**src/synth_port_pkg.sv**
```systemverilog
// constants and carrier types of the synthesizer serial programming port
// assumes one system clock; all port pins arrive unsynchronised
package synth_port_pkg;

    localparam int WORD_W   = 24;          // bits in one serial word
    localparam int SEL_W    = 4;           // register select field, lowest bits of the word
    localparam int PWR_W    = 4;           // power control field width
    localparam int PWR_LSB  = 20;          // power control field position in the power register

    localparam logic [SEL_W-1:0] LOCK_SEL = 4'h0;  // lock trigger register
    localparam logic [SEL_W-1:0] PWR_SEL  = 4'h1;  // register holding the power control bits

    localparam logic [WORD_W-1:0] WORD_RST = 24'h000000;
    localparam logic [PWR_W-1:0]  PWR_RST  = 4'h0;

    // pins as seen from the device
    typedef struct packed {
        logic sclk;     // serial clock
        logic sdata;    // serial data
        logic strobe;   // load strobe
        logic ce;       // chip enable
    } pins_type;

    // status outputs of the port
    typedef struct packed {
        logic [PWR_W-1:0] section_en;     // sections powered
        logic             acq_restart;    // one-cycle pulse: restart lock acquisition
        logic             relock_pending; // powered up, lock trigger not yet reloaded
        logic             load_done;      // one-cycle pulse: a register was loaded
    } status_type;

endpackage

```
**src/synth_reg_bank.sv**
```systemverilog
// destination register bank, one write port and one registered read port
// assumes write strobes are already in the mclk domain
`timescale 1ns/10ps
module synth_reg_bank #(
    parameter int WORD_W = synth_port_pkg::WORD_W,
    parameter int SEL_W  = synth_port_pkg::SEL_W
) (
    input  wire logic              mclk,     // system clock
    input  wire logic              rst,      // synchronous reset, active high
    input  wire logic              wr_en,    // write one word
    input  wire logic [SEL_W-1:0]  wr_addr,  // destination register
    input  wire logic [WORD_W-1:0] wr_data,  // word to store
    input  wire logic [SEL_W-1:0]  rd_addr,  // read address
    output logic      [WORD_W-1:0] rd_data   // read data, one cycle later
);
    import synth_port_pkg::*;

    localparam int DEPTH = 1 << SEL_W;

    typedef struct packed {
        logic [DEPTH-1:0][WORD_W-1:0] mem;
        logic [WORD_W-1:0]            rd;
    } bank_type;

    bank_type bank_q;
    bank_type bank_d;

    always_comb begin
        bank_d    = bank_q;
        bank_d.rd = bank_q.mem[rd_addr];
        if (wr_en) begin
            bank_d.mem[wr_addr] = wr_data;
        end
    end

    always_ff @(posedge mclk) begin
        if (rst) begin
            bank_q.mem <= {DEPTH{WORD_W'(WORD_RST)}};
            bank_q.rd  <= WORD_W'(WORD_RST);
        end else begin
            bank_q <= bank_d;
        end
    end

    assign rd_data = bank_q.rd;
endmodule

```
**src/synth_serial_program_port.sv**
```systemverilog
// three-wire serial programming port: shift register, load into selected register,
// chip-enable power gating and lock re-acquisition trigger
// assumes the serial pins are asynchronous to mclk and much slower (80 ns serial period)
`timescale 1ns/10ps

module synth_serial_program_port #(
    parameter int WORD_W = synth_port_pkg::WORD_W,
    parameter int SEL_W  = synth_port_pkg::SEL_W
) (
    input  wire logic                      mclk,     // system clock, 200 MHz
    input  wire logic                      rst,      // synchronous reset, active high
    input  wire synth_port_pkg::pins_type  pins,     // raw serial and enable pins
    input  wire logic [SEL_W-1:0]          rd_addr,  // register read address
    output logic      [WORD_W-1:0]         rd_data,  // register read data, registered
    output synth_port_pkg::status_type     status    // power and lock status, registered
);
    import synth_port_pkg::*;

    typedef struct packed {
        pins_type          s1;       // first synchroniser stage
        pins_type          s2;       // second synchroniser stage
        pins_type          prev;     // s2 one cycle earlier, for edges
        logic [WORD_W-1:0] shift;
        logic [PWR_W-1:0]  pwr;      // copy of the power control field
        status_type        stat;
    } state_type;

    state_type st_q;
    state_type st_d;

    localparam state_type ST_RST = '{
        s1:    '0,
        s2:    '0,
        prev:  '0,
        shift: WORD_W'(WORD_RST),
        pwr:   PWR_RST,
        stat:  '0
    };

    logic              sclk_rise;
    logic              strobe_rise;
    logic              ce_rise;
    logic [SEL_W-1:0]  sel;
    logic              lock_load;
    logic              pwr_load;

    assign sclk_rise   = st_q.s2.sclk & ~st_q.prev.sclk;
    assign strobe_rise = st_q.s2.strobe & ~st_q.prev.strobe;
    assign ce_rise     = st_q.s2.ce & ~st_q.prev.ce;
    assign sel         = st_q.shift[SEL_W-1:0];
    // loads are not gated by chip enable
    assign lock_load   = strobe_rise & (sel == LOCK_SEL);
    assign pwr_load    = strobe_rise & (sel == PWR_SEL);

    always_comb begin
        st_d      = st_q;
        st_d.s1   = pins;
        st_d.s2   = st_q.s1;
        st_d.prev = st_q.s2;

        // new bit enters at the bottom, so the first bit ends at the top
        if (sclk_rise) begin
            st_d.shift = {st_q.shift[WORD_W-2:0], st_q.s2.sdata};
        end

        if (pwr_load) begin
            st_d.pwr = st_q.shift[PWR_LSB +: PWR_W];
        end

        st_d.stat.section_en  = st_q.s2.ce ? st_q.pwr : PWR_RST;
        st_d.stat.load_done   = strobe_rise;
        st_d.stat.acq_restart = lock_load;

        // power-up sets, lock trigger load clears; a power-up in the same cycle wins
        if (ce_rise) begin
            st_d.stat.relock_pending = 1'h1;
        end else if (lock_load) begin
            st_d.stat.relock_pending = 1'h0;
        end
    end

    always_ff @(posedge mclk) begin
        if (rst) begin
            st_q <= ST_RST;
        end else begin
            st_q <= st_d;
        end
    end

    synth_reg_bank #(
        .WORD_W (WORD_W),
        .SEL_W  (SEL_W)
    ) u_bank (
        .mclk    (mclk),
        .rst     (rst),
        .wr_en   (strobe_rise),
        .wr_addr (sel),
        .wr_data (st_q.shift),
        .rd_addr (rd_addr),
        .rd_data (rd_data)
    );

    assign status = st_q.stat;
endmodule

```
**config.mk**
```make
export PLATFORM = sky130hd
export DESIGN_NAME = synth_serial_program_port
export DESIGN_NICKNAME = d
export VERILOG_FILES = /design/src/synth_port_pkg.sv /design/src/synth_reg_bank.sv /design/src/synth_serial_program_port.sv
export SDC_FILE = /design/constraint.sdc
export NUM_CORES = 1
export LEC_CHECK = 0
export ABC_AREA = 1
export BUFFER_PORTS_ARGS = -buffer_cell sky130_fd_sc_hd__buf_2
export CAP_MARGIN = 20
export CORE_ASPECT_RATIO = 0.75
export CORE_UTILIZATION = 35
export CTS_CLUSTER_SIZE = 20
export DETAILED_ROUTE_END_ITERATION = 16
export SYNTH_ARGS = -nofsm -noshare
export SYNTH_HDL_FRONTEND = slang
export SYNTH_SLANG_ARGS = --single-unit
```
**constraint.sdc**
```tcl
create_clock -name mclk -period 1.3 [get_ports mclk]
set_clock_uncertainty 0.1 [all_clocks]
set_input_delay 0.26 -clock mclk [delete_from_list [all_inputs] [get_ports mclk]]
set_output_delay 0.26 -clock mclk [all_outputs]
set_load 0.005 [all_outputs]
```
==> metrics.yaml, run 1 <==
timing:
  minimum_clock_period_after_layout_ps: 1600
  holdWs_ps: 128
  timing.slew.headroom_pct: 39.6
  tightest_slew_ps: 905
  rsz0062_at_grt: "true"
  setup_violations: 427
  final-hold-violation-count: 0
  timing.final.max_slew_violations: 0
  max_freq_ghz: 0.624
  finalCritPeriodShare_pct: 123
  setup_slack_of_the_critical_path_after_layout_ps: -302
final_layout:
  areaGrowthSynthToFinish_pct: 30.6
  layout_commonest_cell: "sky130_fd_sc_hd__dfxtp_1"
  layout.filler_cells: 5195
  footprint_of_the_multi_input_gates_um2: 8650
  most-common-layout-cells: "sky130_fd_sc_hd__dfxtp_1 (441), sky130_fd_sc_hd__nand2_1 (396), sky130_fd_sc_hd__inv_1 (347)"
  drive_above_1_share_pct: 20.8
  finish.net_count: 2804
  fin_area_um2: 24800
  post-route-util_pct: 46.5
  register_area_um2: 9030
  post_layout_nonfiller_instances: 3536
clocking:
  cts_tree: "built"
  clock_tree.htree_level_count: 2
  numClockSinks: 450
  cts_max_path_buffers: 3
  clkTransAtPathRegs_ps: 70
  ctsRootBufferMaster: "sky130_fd_sc_hd__clkbuf_16"
  worstSkewPairLatency_ps: 550
  tritoncts.num_buffers: 44
setup_path:
  worst-r2r-setup-slack_ps: -300
  critical_path_arrival_ps: 1990
  worst_path_max_delay_cell: "sky130_fd_sc_hd__dfxtp_2"
  rr_endpoint: "u_bank.bank_q[359]"
  startpoint_type_of_the_worst_setup_path: "flop"
  timing.critical_path.slowest_cell_delay_ps: 320
  rr_worst_depth: 10
  crit_path_cell_trace: "inv_2 -> nor2_4 -> inv_4 -> nor2_4 -> buf_6 -> nand2_8 -> inv_6 -> clkbuf_16 -> nor2_4 -> nor2_1"
  timing.critical_path.fanout_max: 7
  worst-path-stages: 10
  rr_startpoint: "st_d[36]"
  timing_worst_setup_path_type: "reg2reg"
  top_delay_family_on_crit_path: "buffers and inverters"
  path_common_cell: "sky130_fd_sc_hd__nor2_4"
  crit_path_end_kind: "flop"
  critical_path.endpoint: "u_bank.bank_q[359]"
  cp_required_ps: 1680
  worst_setup_path_startpoint: "st_d[36]"
  timing.critical_path.buf_inv: 5
placed_design:
  dpl_wire_length_mm: 38.2
  placement.setup.worst_slack_ps: -304
  port_buffers: 40
  gpl.final_weighted_congestion: 0.856
  dpl-instance-area_um2: 21300
  numPlacedInstances: 3420
power_and_ir_drop:
  sequential_share_of_power_pct: 47.2
  netSwitchingFraction_pct: 24.8
  power.density_nw_per_um2: 1210
  combinationalPowerShare_pct: 9.5
  switching_power_of_the_nets_mw: 7.41
  p_int_mw: 22.5
  leakage_nw: 10.3
  irDropWorstVdd_mv: 0.888
  pwr-share-clk_pct: 43.3
grt:
  grt_antenna_before_repair: 1
  grt_usage_pct: 21.7
  gr-total-overflow: 0
  global_route.usage.met2_pct: 32.6
  busiest_layer: "met2"
  gr_met3_demand_resource_pct: 3.45
  grt_max_degree: 84
  global_route.usage.met1_pct: 32.1
  grt_pass1_vias: 16500
  grt_first_pass_wirelength_mm: 94.7
die:
  rows: 73
  io_pins: 41
  initial_utilization_pct: 35.6
  die_y_um: 204
  core_area_um2: 53300
  fp.dieW_um: 271
  fp.dieArea_um2: 55200
synthesis:
  ys_top_cells_by_area: "sky130_fd_sc_hd__dfxtp_1 (47%), sky130_fd_sc_hd__o21ai_0 (9.5%), sky130_fd_sc_hd__a21oi_1 (8.5%)"
  postSynthCellCount: 2716
  syn-cell-area_um2: 19000
  syn-mean-instance-area_um2: 7.00
  synth_largest_area_cell: "sky130_fd_sc_hd__dfxtp_1"
  ys_seq_elements: 450
  postSynthNetCount: 2726
  synth.lib_cells_used.distinct: 17
  yosysWarningCount: 0
  synth-seq-area-share_pct: 47.4
  synth_top_area_share_pct: 47.4
route:
  drt-initial-drc-count: 2183
  remaining_drc_errors: 0
  route.detailed.wl_per_inst_um: 19.1
  routed-via-count: 18600
  via_per_inst: 5.27
  number_of_antenna_violating_nets_in_the_routed_design: 0
  drt_first_pass_iters: 6
  totalWireLength_mm: 67.6
job:
  drv.max_cap_violation_count: 0
worst_hold_path:
  worst_hold_path_type: "in2reg"
outcome:
  violated_checks: "setup timing"
  run_status: "complete, but fails checks"
-- worst register-to-register path, delay by kind of cell, from the launching register on --
| family | cells | cell delay (ps) |
|---|---|---|
| buf+inv | 5 | 570 |
| flops | 1 | 320 |
| simple gates | 5 | 540 |
-- cells in the mapped netlist (all sizes together) --
master / instances
nand2: 411
a21oi: 323
o21ai: 379
nor2: 244
nand3: 292
clkbuf: 143
buf: 102
nor3: 8
dfxtp: 450
inv: 364
-- per-layer routing --
metal  part of all wire (%)  vias to the layer above  routed length [um]
met1                     46                     8898               31000
met3                    9.5                      113                6440
met2                     42                      780               28500
li1                       -                     8849                   -
met5                      0                        -                   0
met4                    2.5                        0                1680
-- timing repair --
item	in CTS	in global routing
resized for setup	153	448
setup endpoints to repair	413	426
hold endpoints to repair	5	0
hold buffers	5	0
setup buffers	6	6
gates cloned	4	21
pin swaps	16	25
-- power by group through the flow --
stage,registers [mW],logic [mW],clock network [mW]
finish,14.1,2.85,13.0
global route,14.1,3.08,13.7
CTS,14.1,2.52,13.1
detailed placement,14.4,2.44,0
global placement,14.4,2.42,0
floorplan,14.3,1.49,0
-- metrics by stage --
| step | TNS (ps) | power (mW) |
|---|---|---|
| 6_report | -84930 | 29.9 |
| 5_1_grt | -108230 | 30.9 |
| 4_1_cts | -56030 | 29.7 |
| 3_5_place_dp | -57030 | 16.8 |
| 3_3_place_gp | -50930 | 16.8 |
| 2_1_floorplan | -4180 | 15.8 |
-- state kept, by name (all words and copies together) (netlist names) --
name and cells:
st_d 8, u_bank.bank_q 381, u_bank.rd_data 24, st_q 26, sel 4, status 7
-- worst min-delay path by stage --
stage / startpoint / to / slack [ps] / depth (start not counted)
2_1_floorplan: pins[0] / st_d[39] / 270 / 2
3_3_place_gp: st_d[39] / st_d[35] / 290 / 2
3_5_place_dp: st_d[39] / st_d[35] / 310 / 2
4_1_cts: rst / st_q[32] / 100 / 5
5_1_grt: rst / st_q[32] / 130 / 5
6_report: rd_addr[3] / u_bank.rd_data[0] / 130 / 4
-- cell families (layout without fill, tap and decap cells) --
family | count (synthesis) | in the layout | synth area share [%]
flops | 450 | 450 | 47.4
simple gates | 955 | 955 | 21.0
compound gates | 702 | 702 | 18.5
buf+inv | 609 | 716 | 13.1
other cells | 0 | 1 | 0
-- area by class of cell --
cell class,instances,share of cell area [%]
timing repair buffer,277,13.8
clock inverter,8,0.464
clock buffer,67,5.23
inverter,364,5.69
sequential,450,36.4
multi-input combinational,1657,34.8
antenna,1,0.0101
tap,712,3.59
Power figures use the tool's default switching activity.
==> run 2: changes to the inputs <==
Settings changed: CORE_ASPECT_RATIO 0.75 to 0.6.
==> run 2 against run 1 <==
  * The run still ends with setup timing left
  * Flip-flop and latch count unchanged
  * Sequential share of layout area up 1.8 points
  * Via count down 2.8%
  * Critical path depth down 1
  * Highest routed layer unchanged
  * Critical endpoint is now u_bank.bank_q[211]
  * Worst setup slack better by 21 ps
  * Largest power group unchanged
  * First-iteration DRC count down 14%
==> metrics.yaml, run 2 (synthesis results as in run 1) <==
setup_path:
  cp_required_ps: 1630  # -50 ps
  timing_worst_setup_path_type: "reg2reg"
  timing.critical_path.fanout_max: 27  # +20
  crit_path_end_kind: "flop"
  startpoint_type_of_the_worst_setup_path: "flop"
  critical_path_arrival_ps: 1920  # -70 ps
outcome:
  run_status: "complete, but fails checks"
  violated_checks: "setup timing"
final_layout:
  finish.net_count: 2761  # -1.5%
  fin_area_um2: 23600  # -4.9%
  drive_above_1_share_pct: 16.5  # -4.3 points
  antenna_cells: 0  # -1
  largest_register_ffs: 381  # unchanged
  post-route-util_pct: 44.5  # -2.1 points
  registers.top_by_ff_count: "u_bank.bank_q"
  most-common-layout-cells: "sky130_fd_sc_hd__dfxtp_1 (446), sky130_fd_sc_hd__nand2_1 (396), sky130_fd_sc_hd__inv_1 (350)"
  layout.filler_cells: 5300  # +2.0%
  areaGrowthSynthToFinish_pct: 24.2
  layout_commonest_cell: "sky130_fd_sc_hd__dfxtp_1"
timing:
  rsz0062_at_grt: "true"
  tightest_slew_ps: 750  # -154 ps
  setup_slack_of_the_critical_path_after_layout_ps: -281  # +21.1 ps
  timing.slew.headroom_pct: 49.9  # +10 points
  final-hold-violation-count: 0  # unchanged
  max_freq_ghz: 0.632  # +1.3%
  setup_violations: 415  # -2.8%
  minimum_clock_period_after_layout_ps: 1580  # -21.1 ps
  timing.final.max_slew_violations: 0  # unchanged
  finalCritPeriodShare_pct: 122  # -1.6 points
placed_design:
  placement.setup.worst_slack_ps: -342  # -38.0 ps
  port_buffers: 40  # unchanged
  dpl_wire_length_mm: 38.3  # +0.26%
  gpl.final_weighted_congestion: 0.849  # -0.76%
  dpl-instance-area_um2: 21100  # -1.2%
grt:
  grt_usage_pct: 22.0  # +0.33 points
  gr-total-overflow: 0  # unchanged
  grt_antenna_before_repair: 0  # -1
  grt_pass1_vias: 16600  # +0.68%
  grt_max_degree: 61  # -27%
  grt_first_pass_wirelength_mm: 95.9  # +1.2%
clocking:
  tritoncts.num_buffers: 43  # -2.3%
  clock_tree.htree_level_count: 2  # unchanged
  cts_tree: "built"
  worstSkewPairLatency_ps: 550  # about the same
  cts_max_path_buffers: 3  # unchanged
  ctsRootBufferMaster: "sky130_fd_sc_hd__clkbuf_16"
  numClockSinks: 450  # unchanged
  clkTransAtPathRegs_ps: 60  # about the same
route:
  remaining_drc_errors: 0  # unchanged
  routed-via-count: 18100  # -2.8%
  drt-initial-drc-count: 1880  # -14%
  drt_first_pass_iters: 6  # unchanged
  number_of_antenna_violating_nets_in_the_routed_design: 0  # unchanged
  route.detailed.wl_per_inst_um: 18.2  # -4.7%
  via_per_inst: 5.21  # -1.2%
  totalWireLength_mm: 63.4  # -6.3%
worst_hold_path:
  worst_hold_path_type: "in2reg"
power_and_ir_drop:
  fin_total_pwr_mw: 29.5  # -1.6%
  power.density_nw_per_um2: 1250  # +3.5%
  leakage_nw: 9.77  # -4.7%
  irDropWorstVdd_mv: 0.835  # -5.9%
job:
  drv.max_cap_violation_count: 0  # unchanged
die:
  io_pins: 41  # unchanged
  fp.dieArea_um2: 55300  # about the same
  fp.dieW_um: 303  # +12%
  initial_utilization_pct: 35.8  # +0.16 points
  rows: 65  # -11%
  core_area_um2: 53100  # -0.44%
  die_y_um: 182  # -10%
run 2: layout make-up:
cell class | count | area [um2] | share of cell area, %
timing repair buffer | 235 | 2830 | 12.0
clock buffer | 60 | 1250 | 5.29
inverter | 364 | 1390 | 5.90
sequential | 450 | 9020 | 38.2
multi-input combinational | 1657 | 8110 | 34.3
tap | 703 | 880 | 3.73
clock inverter | 10 | 133 | 0.562
run 2: metrics by stage:
stage	hold slack (ps)	instances	TNS [ps]
after floorplan	267	2716	-4180
after CTS	101	3470	-65630
after global routing	120	3479	-109120
after detailed placement	301	3384	-68930
final	127	3479	-70100
after global placement	302	3384	-59680
run 2: critical path, cell delays in order, from the launching register on:
cell and delay, ps:
sky130_fd_sc_hd__dfxtp_2 320, sky130_fd_sc_hd__inv_2 50, sky130_fd_sc_hd__nor2_4 110, sky130_fd_sc_hd__nand3_2 130
sky130_fd_sc_hd__buf_6 150, sky130_fd_sc_hd__nor2_4 120, sky130_fd_sc_hd__inv_4 60, sky130_fd_sc_hd__buf_12 160
sky130_fd_sc_hd__o21ai_1 160, sky130_fd_sc_hd__a21oi_1 50
run 2: path summary, 6_finish.rpt:
check | startpoint | to | slack [ps] | cells past startpoint
worst min-delay path | rst | u_bank.bank_q[217] | 130 | 5
worst max-delay path | st_d[36] | u_bank.bank_q[211] | -280 | 9
worst min register to register | st_d[42] | st_d[38] | 300 | 2
worst max register to register | st_d[36] | u_bank.bank_q[211] | -280 | 9
run 2: what timing repair did:
action	CTS	global route
gates resized for setup	251	155
setup endpoints to repair	416	421
gates cloned	5	7
pin swaps	20	4
hold endpoints to repair	7	0
hold buffers	7	0
buffers inserted	4	2
run 2: routing by layer:
metal  global-route usage, %  part of all wire [%]  vias to the layer above
met1                    34.0                    49                     8568
li1                        -                     -                     8733
met5                       0                     0                        -
met2                    32.1                    41                      736
met3                    3.45                   9.0                       78
met4                    3.92                   1.6                        0
run 2: power breakdown:
part | switching (mW) | internal [mW] | total (mW) | leakage [nW]
registers | 0.124 | 14.0 | 14.1 | 3.64
logic | 1.66 | 0.974 | 2.64 | 5.45
clock network | 5.47 | 7.27 | 12.7 | 0.687
